<file path="config.mk">
export PLATFORM = sky130hd
export DESIGN_NAME = csi_tx_status_deskew_irq_ctl
export DESIGN_NICKNAME = d
export VERILOG_FILES = /design/src/rtl/csi_tx_ctl_pkg.sv /design/src/rtl/csi_tx_status_deskew_irq_ctl.sv
export SDC_FILE = /design/constraint.sdc
export NUM_CORES = 1
export LEC_CHECK = 0
export ABC_AREA = 1
export BUFFER_PORTS_ARGS = -buffer_cell sky130_fd_sc_hd__buf_2
export CORE_UTILIZATION = 25
export CTS_CLUSTER_SIZE = 14
export DETAILED_ROUTE_END_ITERATION = 8
export PLACE_DENSITY = 0.52
export SKIP_LAST_GASP = 1
export SYNTH_ARGS = -nofsm -noshare
export SYNTH_HDL_FRONTEND = slang
export SYNTH_SLANG_ARGS = --single-unit
</file>
<file path="constraint.sdc">
create_clock -name core_clk -period 1.7 [get_ports core_clk]
set_input_delay 0.085 -clock core_clk [delete_from_list [all_inputs] [get_ports core_clk]]
set_output_delay 0.085 -clock core_clk [all_outputs]
set_load 0.005 [all_outputs]
</file>
<file path="src/rtl/csi_tx_ctl_pkg.sv">
/*
  Constants, field layout and bus carriers for the transmit-port control and
  status bank. Assumes a 32-bit AXI4-Lite master with an 8-bit byte address.
*/
package csi_tx_ctl_pkg;

  // ----------------------------------------------------------------------
  // Register map (index; byte address is four times the index)
  // ----------------------------------------------------------------------
  localparam int          ADDR_W        = 8;
  localparam logic [5:0]  IDX_CTL_TWO   = 6'h34;
  localparam logic [5:0]  IDX_STATUS    = 6'h35;
  localparam logic [5:0]  IDX_INT_EN    = 6'h36;
  localparam logic [5:0]  IDX_INT_FLAGS = 6'h37;

  // ----------------------------------------------------------------------
  // Field positions and reset values
  // ----------------------------------------------------------------------
  localparam int         BIT_PERIODIC   = 0;
  localparam int         BIT_SINGLE     = 1;
  localparam int         BIT_INVERT     = 2;
  localparam int         BIT_PASS_ALL   = 3;
  localparam logic [3:0] CTL_TWO_RSVD   = 4'h4;
  localparam int         BIT_PASS       = 0;
  localparam int         BIT_ALIGN      = 1;
  localparam int         EV_VALID_GAIN  = 0;
  localparam int         EV_VALID_LOSS  = 1;
  localparam int         EV_ALIGN_REACH = 2;
  localparam int         EV_ALIGN_FAULT = 3;
  localparam int         EV_RX_PORT     = 4;
  localparam int         NUM_EV         = 5;
  localparam int         NUM_RX         = 2;
  localparam logic [NUM_EV-1:0] IE_RESET   = 5'h00;
  localparam logic [NUM_EV-1:0] CLR_ON_RD  = 5'h0F;

  // Deskew burst patterns, first transmitted bit in the MSB
  localparam logic [7:0] PATTERN_NORMAL = 8'h55;
  localparam logic [7:0] PATTERN_INVERT = 8'hAA;

  localparam logic [1:0] RESP_OKAY   = 2'h0;
  localparam logic [1:0] RESP_SLVERR = 2'h2;

  typedef enum logic [0:0] {
    DESKEW_IDLE  = 1'b0,
    DESKEW_BURST = 1'b1
  } deskew_state_e;

  typedef struct packed {
    logic [ADDR_W-1:0] awaddr;
    logic              awvalid;
    logic [31:0]       wdata;
    logic [3:0]        wstrb;
    logic              wvalid;
    logic              bready;
    logic [ADDR_W-1:0] araddr;
    logic              arvalid;
    logic              rready;
  } axil_req_s;

  typedef struct packed {
    logic        awready;
    logic        wready;
    logic        bvalid;
    logic [1:0]  bresp;
    logic        arready;
    logic        rvalid;
    logic [31:0] rdata;
    logic [1:0]  rresp;
  } axil_rsp_s;

endpackage : csi_tx_ctl_pkg

</file>
<file path="src/rtl/csi_tx_status_deskew_irq_ctl.sv">
/*
  Control and status bank of the video transmit port: pass indication scope,
  deskew burst scheduling, alignment and valid-video status, event flags and
  their interrupt enables, reached over AXI4-Lite.
  Assumes every status input comes from logic on core_clk, that the
  transmitter acknowledges a burst with a one-cycle done pulse, and that the
  receive-port event is cleared by that port's own status logic.
  Only byte lane 0 carries data; writes to status and flags are ignored.
*/
// Operation
// - Scope clear: pass on any enabled port
// - Scope set: pass only when all valid
// - Default burst pattern is 01010101
// - Invert bit sends 10101010 instead
// - One-shot write emits exactly one burst
// - One-shot burst waits for link idle
// - One-shot bit self-clears after burst
// - Periodic bit: burst after each frame end
// - Aligned status zero when sync disabled
// - Aligned status follows stream alignment
// - Unsynced: valid means actively delivering
// - Unsynced: interrupting error clears valid-video status
// - Synced: valid means data ready only
// - Enable gates receive-port event
// - Enable gates alignment-reached event
// - Enable gates valid-video gain event
// - Enable gates valid-loss event
// - Enable gates alignment-fault event
// - Port valid drop latches loss, read clears
// - Alignment failure latches fault flag when synced
// - Port event cleared at port, not here
`timescale 1ns/1ps
module csi_tx_status_deskew_irq_ctl (
  input  wire logic                              core_clk,        // 50 MHz clock
  input  wire logic                              reset_n,         // Synchronous reset
  input  wire csi_tx_ctl_pkg::axil_req_s         axil_req,        // Bus request channels
  output csi_tx_ctl_pkg::axil_rsp_s              axil_rsp,        // Bus response channels
  input  wire logic [csi_tx_ctl_pkg::NUM_RX-1:0] rx_port_enable,  // Ports forwarded here
  input  wire logic [csi_tx_ctl_pkg::NUM_RX-1:0] rx_port_valid,   // Port delivers valid video
  input  wire logic                              sync_enable,     // Synchronized forwarding on
  input  wire logic                              align_ok,        // Streams currently aligned
  input  wire logic                              align_fail,      // Alignment failure pulse
  input  wire logic                              tx_error,        // Interrupting error pulse
  input  wire logic                              rx_port_event,   // Port event level
  input  wire logic                              frame_end_sent,  // Frame End sent pulse
  input  wire logic                              link_idle,       // Output between packets
  input  wire logic                              deskew_done,     // Burst finished pulse
  output logic                                   deskew_req,      // Send a burst
  output logic [7:0]                             deskew_pattern,  // Burst byte
  output logic                                   irq              // Interrupt request
);

  // ----------------------------------------------------------------------
  // Bus decode
  // ----------------------------------------------------------------------
  function automatic logic [5:0] reg_index(input logic [csi_tx_ctl_pkg::ADDR_W-1:0] a);
    reg_index = a[csi_tx_ctl_pkg::ADDR_W-1:2];
  endfunction : reg_index

  function automatic logic mapped(input logic [5:0] i);
    mapped = (i == csi_tx_ctl_pkg::IDX_CTL_TWO) || (i == csi_tx_ctl_pkg::IDX_STATUS) ||
             (i == csi_tx_ctl_pkg::IDX_INT_EN)  || (i == csi_tx_ctl_pkg::IDX_INT_FLAGS);
  endfunction : mapped

  csi_tx_ctl_pkg::axil_rsp_s               rsp_q;
  logic [csi_tx_ctl_pkg::ADDR_W-1:0]       awaddr_q;
  logic [7:0]                              wbyte_q;
  logic                                    wlane_q;
  logic                                    have_aw_q;
  logic                                    have_w_q;

  logic                                    periodic_q;
  logic                                    single_q;
  logic                                    invert_q;
  logic                                    pass_all_q;
  logic [csi_tx_ctl_pkg::NUM_EV-1:0]       ie_q;
  logic [csi_tx_ctl_pkg::NUM_EV-1:0]       flags_q;
  logic                                    pass_q;
  logic                                    align_q;
  logic                                    err_block_q;
  logic [csi_tx_ctl_pkg::NUM_RX-1:0]       port_ok_q;
  logic                                    per_pend_q;
  logic                                    took_single_q;
  csi_tx_ctl_pkg::deskew_state_e           state_q;
  logic                                    deskew_req_q;
  logic [7:0]                              pattern_q;
  logic                                    irq_q;

  wire       aw_hs     = axil_req.awvalid & rsp_q.awready;
  wire       w_hs      = axil_req.wvalid & rsp_q.wready;
  wire       ar_hs     = axil_req.arvalid & rsp_q.arready;
  wire       wr_commit = have_aw_q & have_w_q & ~rsp_q.bvalid;
  wire [5:0] wr_idx    = reg_index(awaddr_q);
  wire [5:0] rd_idx    = reg_index(axil_req.araddr);

  wire       wr_ok     = wr_commit & wlane_q;
  wire       wr_ctl    = wr_ok & (wr_idx == csi_tx_ctl_pkg::IDX_CTL_TWO);
  wire       wr_ie     = wr_ok & (wr_idx == csi_tx_ctl_pkg::IDX_INT_EN);
  wire       rd_flags  = ar_hs & (rd_idx == csi_tx_ctl_pkg::IDX_INT_FLAGS);
  wire       single_wr = wr_ctl & wbyte_q[csi_tx_ctl_pkg::BIT_SINGLE];

  // ----------------------------------------------------------------------
  // Status levels
  // ----------------------------------------------------------------------
  wire [csi_tx_ctl_pkg::NUM_RX-1:0] port_ok = rx_port_enable & rx_port_valid;
  wire pass_any = |port_ok;
  wire pass_all = (|rx_port_enable) & ~|(rx_port_enable & ~rx_port_valid);

  wire pass_raw = pass_all_q ? pass_all : pass_any;
  // actively delivering; ready only when synchronized
  wire pass_d   = sync_enable ? pass_raw : (pass_raw & ~err_block_q & ~tx_error);
  // forced low without sync; follows alignment
  wire align_d  = sync_enable & align_ok;

  // ----------------------------------------------------------------------
  // Events
  // ----------------------------------------------------------------------
  logic [csi_tx_ctl_pkg::NUM_EV-1:0] ev;
  always_comb begin
    ev = '0;
    ev[csi_tx_ctl_pkg::EV_VALID_GAIN]  = pass_d & ~pass_q;
    ev[csi_tx_ctl_pkg::EV_ALIGN_REACH] = align_d & ~align_q;

    // valid drops on a forwarded port
    ev[csi_tx_ctl_pkg::EV_VALID_LOSS]  = |(port_ok_q & ~port_ok);
    ev[csi_tx_ctl_pkg::EV_ALIGN_FAULT] = align_fail & sync_enable;

    // mirrored; cleared by the port's own status read
    ev[csi_tx_ctl_pkg::EV_RX_PORT]     = rx_port_event;
  end

  // Set wins over a clearing read in the same cycle
  // Port event bit is a live mirror; only the port can clear it
  wire [csi_tx_ctl_pkg::NUM_EV-1:0] clr_mask = rd_flags ? csi_tx_ctl_pkg::CLR_ON_RD : '0;
  wire [csi_tx_ctl_pkg::NUM_EV-1:0] flags_d  =
    {ev[csi_tx_ctl_pkg::EV_RX_PORT], (flags_q[3:0] & ~clr_mask[3:0]) | ev[3:0]};

  // ----------------------------------------------------------------------
  // Read mux
  // ----------------------------------------------------------------------
  // Flags bits 0 to 3 clear at the read address handshake
  logic [7:0] rd_byte;
  always_comb begin
    rd_byte = 8'h00;
    unique case (rd_idx)
      csi_tx_ctl_pkg::IDX_CTL_TWO:   rd_byte = {csi_tx_ctl_pkg::CTL_TWO_RSVD, pass_all_q, invert_q,
                                                single_q, periodic_q};
      csi_tx_ctl_pkg::IDX_STATUS:    rd_byte = {6'h00, align_q, pass_q};
      csi_tx_ctl_pkg::IDX_INT_EN:    rd_byte = {3'h0, ie_q};
      csi_tx_ctl_pkg::IDX_INT_FLAGS: rd_byte = {3'h0, flags_q};
      default:                       rd_byte = 8'h00;
    endcase
  end

  // ----------------------------------------------------------------------
  // AXI4-Lite slave
  // ----------------------------------------------------------------------
  // Address and data may arrive in either order; the response follows both
  always_ff @(posedge core_clk) begin
    if (!reset_n) begin
      rsp_q     <= '0;
      rsp_q.awready <= 1'b1;
      rsp_q.wready  <= 1'b1;
      rsp_q.arready <= 1'b1;
      awaddr_q  <= '0;
      wbyte_q   <= 8'h00;
      wlane_q   <= 1'b0;
      have_aw_q <= 1'b0;
      have_w_q  <= 1'b0;
    end else begin
      if (aw_hs) begin
        awaddr_q      <= axil_req.awaddr;
        have_aw_q     <= 1'b1;
        rsp_q.awready <= 1'b0;
      end

      if (w_hs) begin
        wbyte_q      <= axil_req.wdata[7:0];
        wlane_q      <= axil_req.wstrb[0];
        have_w_q     <= 1'b1;
        rsp_q.wready <= 1'b0;
      end

      if (wr_commit) begin
        rsp_q.bvalid <= 1'b1;
        rsp_q.bresp  <= mapped(wr_idx) ? csi_tx_ctl_pkg::RESP_OKAY : csi_tx_ctl_pkg::RESP_SLVERR;
      end else if (rsp_q.bvalid && axil_req.bready) begin
        rsp_q.bvalid  <= 1'b0;
        have_aw_q     <= 1'b0;
        have_w_q      <= 1'b0;
        rsp_q.awready <= 1'b1;
        rsp_q.wready  <= 1'b1;
      end

      if (ar_hs) begin
        rsp_q.arready <= 1'b0;
        rsp_q.rvalid  <= 1'b1;
        rsp_q.rdata   <= {24'h000000, rd_byte};
        rsp_q.rresp   <= mapped(rd_idx) ? csi_tx_ctl_pkg::RESP_OKAY : csi_tx_ctl_pkg::RESP_SLVERR;
      end else if (rsp_q.rvalid && axil_req.rready) begin
        rsp_q.rvalid  <= 1'b0;
        rsp_q.arready <= 1'b1;
      end
    end
  end

  // ----------------------------------------------------------------------
  // Control and status registers
  // ----------------------------------------------------------------------
  always_ff @(posedge core_clk) begin
    if (!reset_n) begin
      periodic_q  <= 1'b0;
      invert_q    <= 1'b0;
      pass_all_q  <= 1'b0;
      ie_q        <= csi_tx_ctl_pkg::IE_RESET;
      flags_q     <= '0;
      pass_q      <= 1'b0;
      align_q     <= 1'b0;
      err_block_q <= 1'b0;
      port_ok_q   <= '0;
      irq_q       <= 1'b0;
    end else begin
      if (wr_ctl) begin
        periodic_q <= wbyte_q[csi_tx_ctl_pkg::BIT_PERIODIC];
        invert_q   <= wbyte_q[csi_tx_ctl_pkg::BIT_INVERT];
        pass_all_q <= wbyte_q[csi_tx_ctl_pkg::BIT_PASS_ALL];
      end

      if (wr_ie) begin
        ie_q <= wbyte_q[csi_tx_ctl_pkg::NUM_EV-1:0];
      end

      // error holds status low until the pass level drops
      err_block_q <= tx_error | (err_block_q & pass_raw);
      pass_q      <= pass_d;
      align_q     <= align_d;
      port_ok_q   <= port_ok;
      flags_q     <= flags_d;
      irq_q       <= |(flags_d & ie_q);
    end
  end

  // ----------------------------------------------------------------------
  // Deskew burst scheduler
  // ----------------------------------------------------------------------
  // A pending one-shot and a pending periodic burst share one burst
  wire burst_start = (state_q == csi_tx_ctl_pkg::DESKEW_IDLE) & (single_q | per_pend_q) & link_idle;
  wire burst_end   = (state_q == csi_tx_ctl_pkg::DESKEW_BURST) & deskew_done;

  always_ff @(posedge core_clk) begin
    if (!reset_n) begin
      state_q       <= csi_tx_ctl_pkg::DESKEW_IDLE;
      single_q      <= 1'b0;
      per_pend_q    <= 1'b0;
      took_single_q <= 1'b0;
      deskew_req_q  <= 1'b0;
      pattern_q     <= csi_tx_ctl_pkg::PATTERN_NORMAL;
    end else begin
      pattern_q <= invert_q ? csi_tx_ctl_pkg::PATTERN_INVERT : csi_tx_ctl_pkg::PATTERN_NORMAL;

      // request after each Frame End while enabled
      if (frame_end_sent && periodic_q) begin
        per_pend_q <= 1'b1;
      end else if (burst_end || !periodic_q) begin
        per_pend_q <= 1'b0;
      end

      // one request, cleared once its burst is sent; a new write wins
      if (single_wr) begin
        single_q <= 1'b1;
      end else if (burst_end && took_single_q) begin
        single_q <= 1'b0;
      end

      unique case (state_q)
        csi_tx_ctl_pkg::DESKEW_IDLE: begin
          if (burst_start) begin
            state_q       <= csi_tx_ctl_pkg::DESKEW_BURST;
            deskew_req_q  <= 1'b1;
            took_single_q <= single_q;
          end
        end
        csi_tx_ctl_pkg::DESKEW_BURST: begin
          if (deskew_done) begin
            state_q       <= csi_tx_ctl_pkg::DESKEW_IDLE;
            deskew_req_q  <= 1'b0;
            took_single_q <= 1'b0;
          end else if (single_wr) begin
            // A one-shot written mid-burst is kept for the next burst
            took_single_q <= 1'b0;
          end
        end
      endcase
    end
  end

  assign axil_rsp       = rsp_q;
  assign deskew_req     = deskew_req_q;
  assign deskew_pattern = pattern_q;
  assign irq            = irq_q;
endmodule : csi_tx_status_deskew_irq_ctl

</file>
==> results by group <==
Timing
  – Final Hold Fails: 0
  – Max Freq: 764 MHz
  – Clock Skew: 0.00821 ns
  – Hold WS: 0.0192 ns
  – Slew Limit Fails: 0
  – Setup Viol. Count Final: 0
  – Period utilisation layout: 0.770
  – Fin Setup TNS: 0 ns
  – Period minus WS final: 1.31 ns
  – RSZ-0062 raised after global routing: no

Clock tree
  – Clk_lat worst skew: 0.30 ns
  – Post-CTS setup buffer count: 0
  – CTS sink cnt: 53
  – CTS tree: done
  – Hold_buf cts: 3
  – H-tree depth: 2
  – Clock buffer depth: 2
  – Num CTS Buffers: 5
  – CTS root buffer: clkbuf_8
  – Post_cts resized: 0
  – Worst-path clk slew: 0.09 ns

Finish
  – Syn-to-layout area delta: 18.6%
  – Post-route insts no fill: 499
  – # diodes: 0
  – Multi-input logic area: 0.00102 sq mm
  – # fillers: 1016
  – Layout cells sized above 1: 0.257
  – Layout net count: 440
  – Register area: 0.00106 sq mm
  – Final Core Density: 0.307

Power and ir drop
  – Power per Cell Area: 865 mW/mm^2
  – Pwr Total: 2.45 mW
  – VDD IR max: 0.000388 V
  – Leakage Power: 1.32 nW

Global route
  – Vias in the first global route: 1781
  – Largest net degree at the start of global routing: 19
  – Met3 Use GR: 0.0258
  – GR Overflow Total: 0
  – Gr usage total: 0.102
  – Initial antenna violation count: 0
  – Met1 usage: 0.129
  – GR Layer Usage met2: 0.171
  – Most Used Layer, Global Route: met2
  – First-pass GRT wire length: 8010 um

Critical path
  – Peak fanout along the critical path: 10
  – Register-to-Register Setup Slack: 0.39 ns
  – CP required: 1.90 ns
  – Crit end category: register
  – R2R depth: 9
  – Worst Setup Start Kind: register
  – RR Endpoint: irq
  – Start of the worst register-to-register path: axil_rsp[35]
  – WS Path Type: reg2reg
  – Critical path arrival: 1.51 ns

Routing
  – Antenna viol nets, final: 0
  – Routed wire length: 4890 um
  – Initial DRC count: 32
  – WL/cell: 9.80 um
  – Via count: 1972
  – 1st-pass router iterations: 4
  – Drt drc: 0
  – Via-per-instance ratio: 3.95

Synthesis
  – Ys Warns: 0
  – Post-synthesis compound-gate area fraction: 0.159
  – Post-Syn Area: 0.00239 sq mm
  – Mux contribution to synthesized area: 0
  – Sequential share of the synthesized area: 0.444
  – Synth Area in Simple Gates: 0.226
  – Synth cell types: 28
  – Seq cells post-synth: 53
  – Avg Cell Area, Syn: 7.73 sq um
  – Syn Inst Count: 309
  – Largest family of logic cells by synthesized area: simple AND/OR/NAND/NOR gates
  – Xor/xnor cell area share of the yosys netlist: 0
  – Adder-cell share of the synthesized area: 0

Worst hold path
  – Hold crit path type: in2reg
  – End of the worst hold path: align_q
  – Min-delay src: align_ok
  – WHS Path Cells: 3

Floorplanning
  – Number of top-level pins: 122
  – Die ar.: 0.00995 sq mm
  – Die Wd: 99.8 um
  – Cell row count: 35
  – Initial Util: 0.259
  – Area of the core: 0.00924 sq mm
  – Height of the die: 99.8 um

Run status
  – Status: finished, final reports clean

Placed design
  – Final GP Congestion: 0.771
  – DP HPWL: 3810 um
  – DP Cell Count: 488
  – I/O Buffers: 59

Run
  – Max cap viols: 0
[sequential cells by signal, summed over array words and instances, names as in the netlist, 2 cells and up]
register        cells
axil_rsp           13
awaddr_q            6
flags_q             5
ie_q                5
wbyte_q             5
deskew_pattern      2
port_ok_q           2
[final cells by class]
| class | count | area share |
|---|---|---|
| clock buffers | 7 | 0.0305 |
| clock inverters | 1 | 0.0106 |
| inverters | 35 | 0.0463 |
| multi-input cells | 210 | 0.361 |
| flip-flops and latches | 53 | 0.374 |
| well taps | 129 | 0.0569 |
| repair buffers | 64 | 0.120 |
[critical path, stage by stage (launching register included)]
cell and delay (ns):
dfxtp_1 0.36, nand2_2 0.12, inv_2 0.18, nand3_4 0.12
nand2_1 0.09, nand2_1 0.05, nand2_1 0.05, nand2_1 0.05
o21ai_1 0.11, nand2_1 0.07
[per-stage QoR]
stage          area (sq um)  setup WS [ns]
2_1_floorplan          2490          0.531
3_3_place_gp           2690          0.389
3_5_place_dp           2690          0.387
4_1_cts                2840          0.365
5_1_grt                2840          0.282
6_report               2840          0.391
[worst max path at each step]
stage / end / cells after the start / from
floorplan: irq / 9 / axil_rsp[35]
global placement: irq / 9 / axil_rsp[35]
detailed placement: irq / 9 / axil_rsp[35]
CTS: irq / 9 / axil_rsp[35]
global route: ie_q[1] / 5 / awaddr_q[7]
finish: irq / 9 / axil_rsp[35]
[synth_stat cells]
| cell type | number | share of area |
|---|---|---|
| nand3_4 | 3 | 0.022 |
| inv_1 | 28 | 0.044 |
| buf_2 | 3 | 0.0063 |
| o21ai_1 | 16 | 0.034 |
| o21ai_2 | 1 | 0.0037 |
| nand4_2 | 1 | 0.0052 |
| a21oi_2 | 2 | 0.0073 |
| nor2_1 | 32 | 0.050 |
| nor2_8 | 1 | 0.0084 |
| o211ai_2 | 2 | 0.010 |
| nor3_1 | 2 | 0.0042 |
| nand2_2 | 5 | 0.013 |
| o21ai_0 | 18 | 0.038 |
| nand3_1 | 6 | 0.013 |
| nor2_2 | 2 | 0.0052 |
| nand3_2 | 1 | 0.0042 |
| conb_1 | 1 | 0.0016 |
| nor3_2 | 1 | 0.0042 |
| buf_4 | 34 | 0.11 |
| dfxtp_1 | 53 | 0.44 |
| o21a_1 | 1 | 0.0031 |
| o211ai_1 | 2 | 0.0063 |
| a21oi_1 | 27 | 0.057 |
| inv_2 | 7 | 0.011 |
| nand2_1 | 55 | 0.086 |
| buf_1 | 1 | 0.0016 |
| nand4_1 | 3 | 0.0079 |
| or2_2 | 1 | 0.0026 |
[where the power goes]
part,internal (mW),switching [mW]
combinational,0.0958,0.148
clock,0.480,0.398
sequential,1.30,0.0326
total,1.87,0.579
[placed cells by master (no fill, tap or decap), types with 3 or more instances in the layout]
| cell | netlist | layout |
|---|---|---|
| nand3_4 | 3 | 3 |
| dfxtp_1 | 53 | 53 |
| conb_1 | 1 | 28 |
| inv_2 | 7 | 7 |
| nand4_1 | 3 | 3 |
| nand2_2 | 5 | 5 |
| buf_2 | 3 | 59 |
| clkbuf_8 | 0 | 6 |
| nand3_1 | 6 | 6 |
| o21ai_1 | 16 | 16 |
| a21oi_1 | 27 | 27 |
| nor2_1 | 32 | 32 |
| dlygate4sd3_1 | 0 | 3 |
| o21ai_0 | 18 | 18 |
| inv_1 | 28 | 28 |
| nand2_1 | 55 | 55 |
[cell families after synthesis]
kind of cell	count (synthesis)
flops	53
other cells	1
compound gates	69
buf+inv	73
simple gates	113
[per-layer routing]
layer | part of all wire | up-vias
li1 | - | 1055
met1 | 0.49 | 846
met2 | 0.45 | 67
met3 | 0.049 | 4
met4 | 0.0074 | 0
met5 | 0 | -
Power figures use the tool's default switching activity.
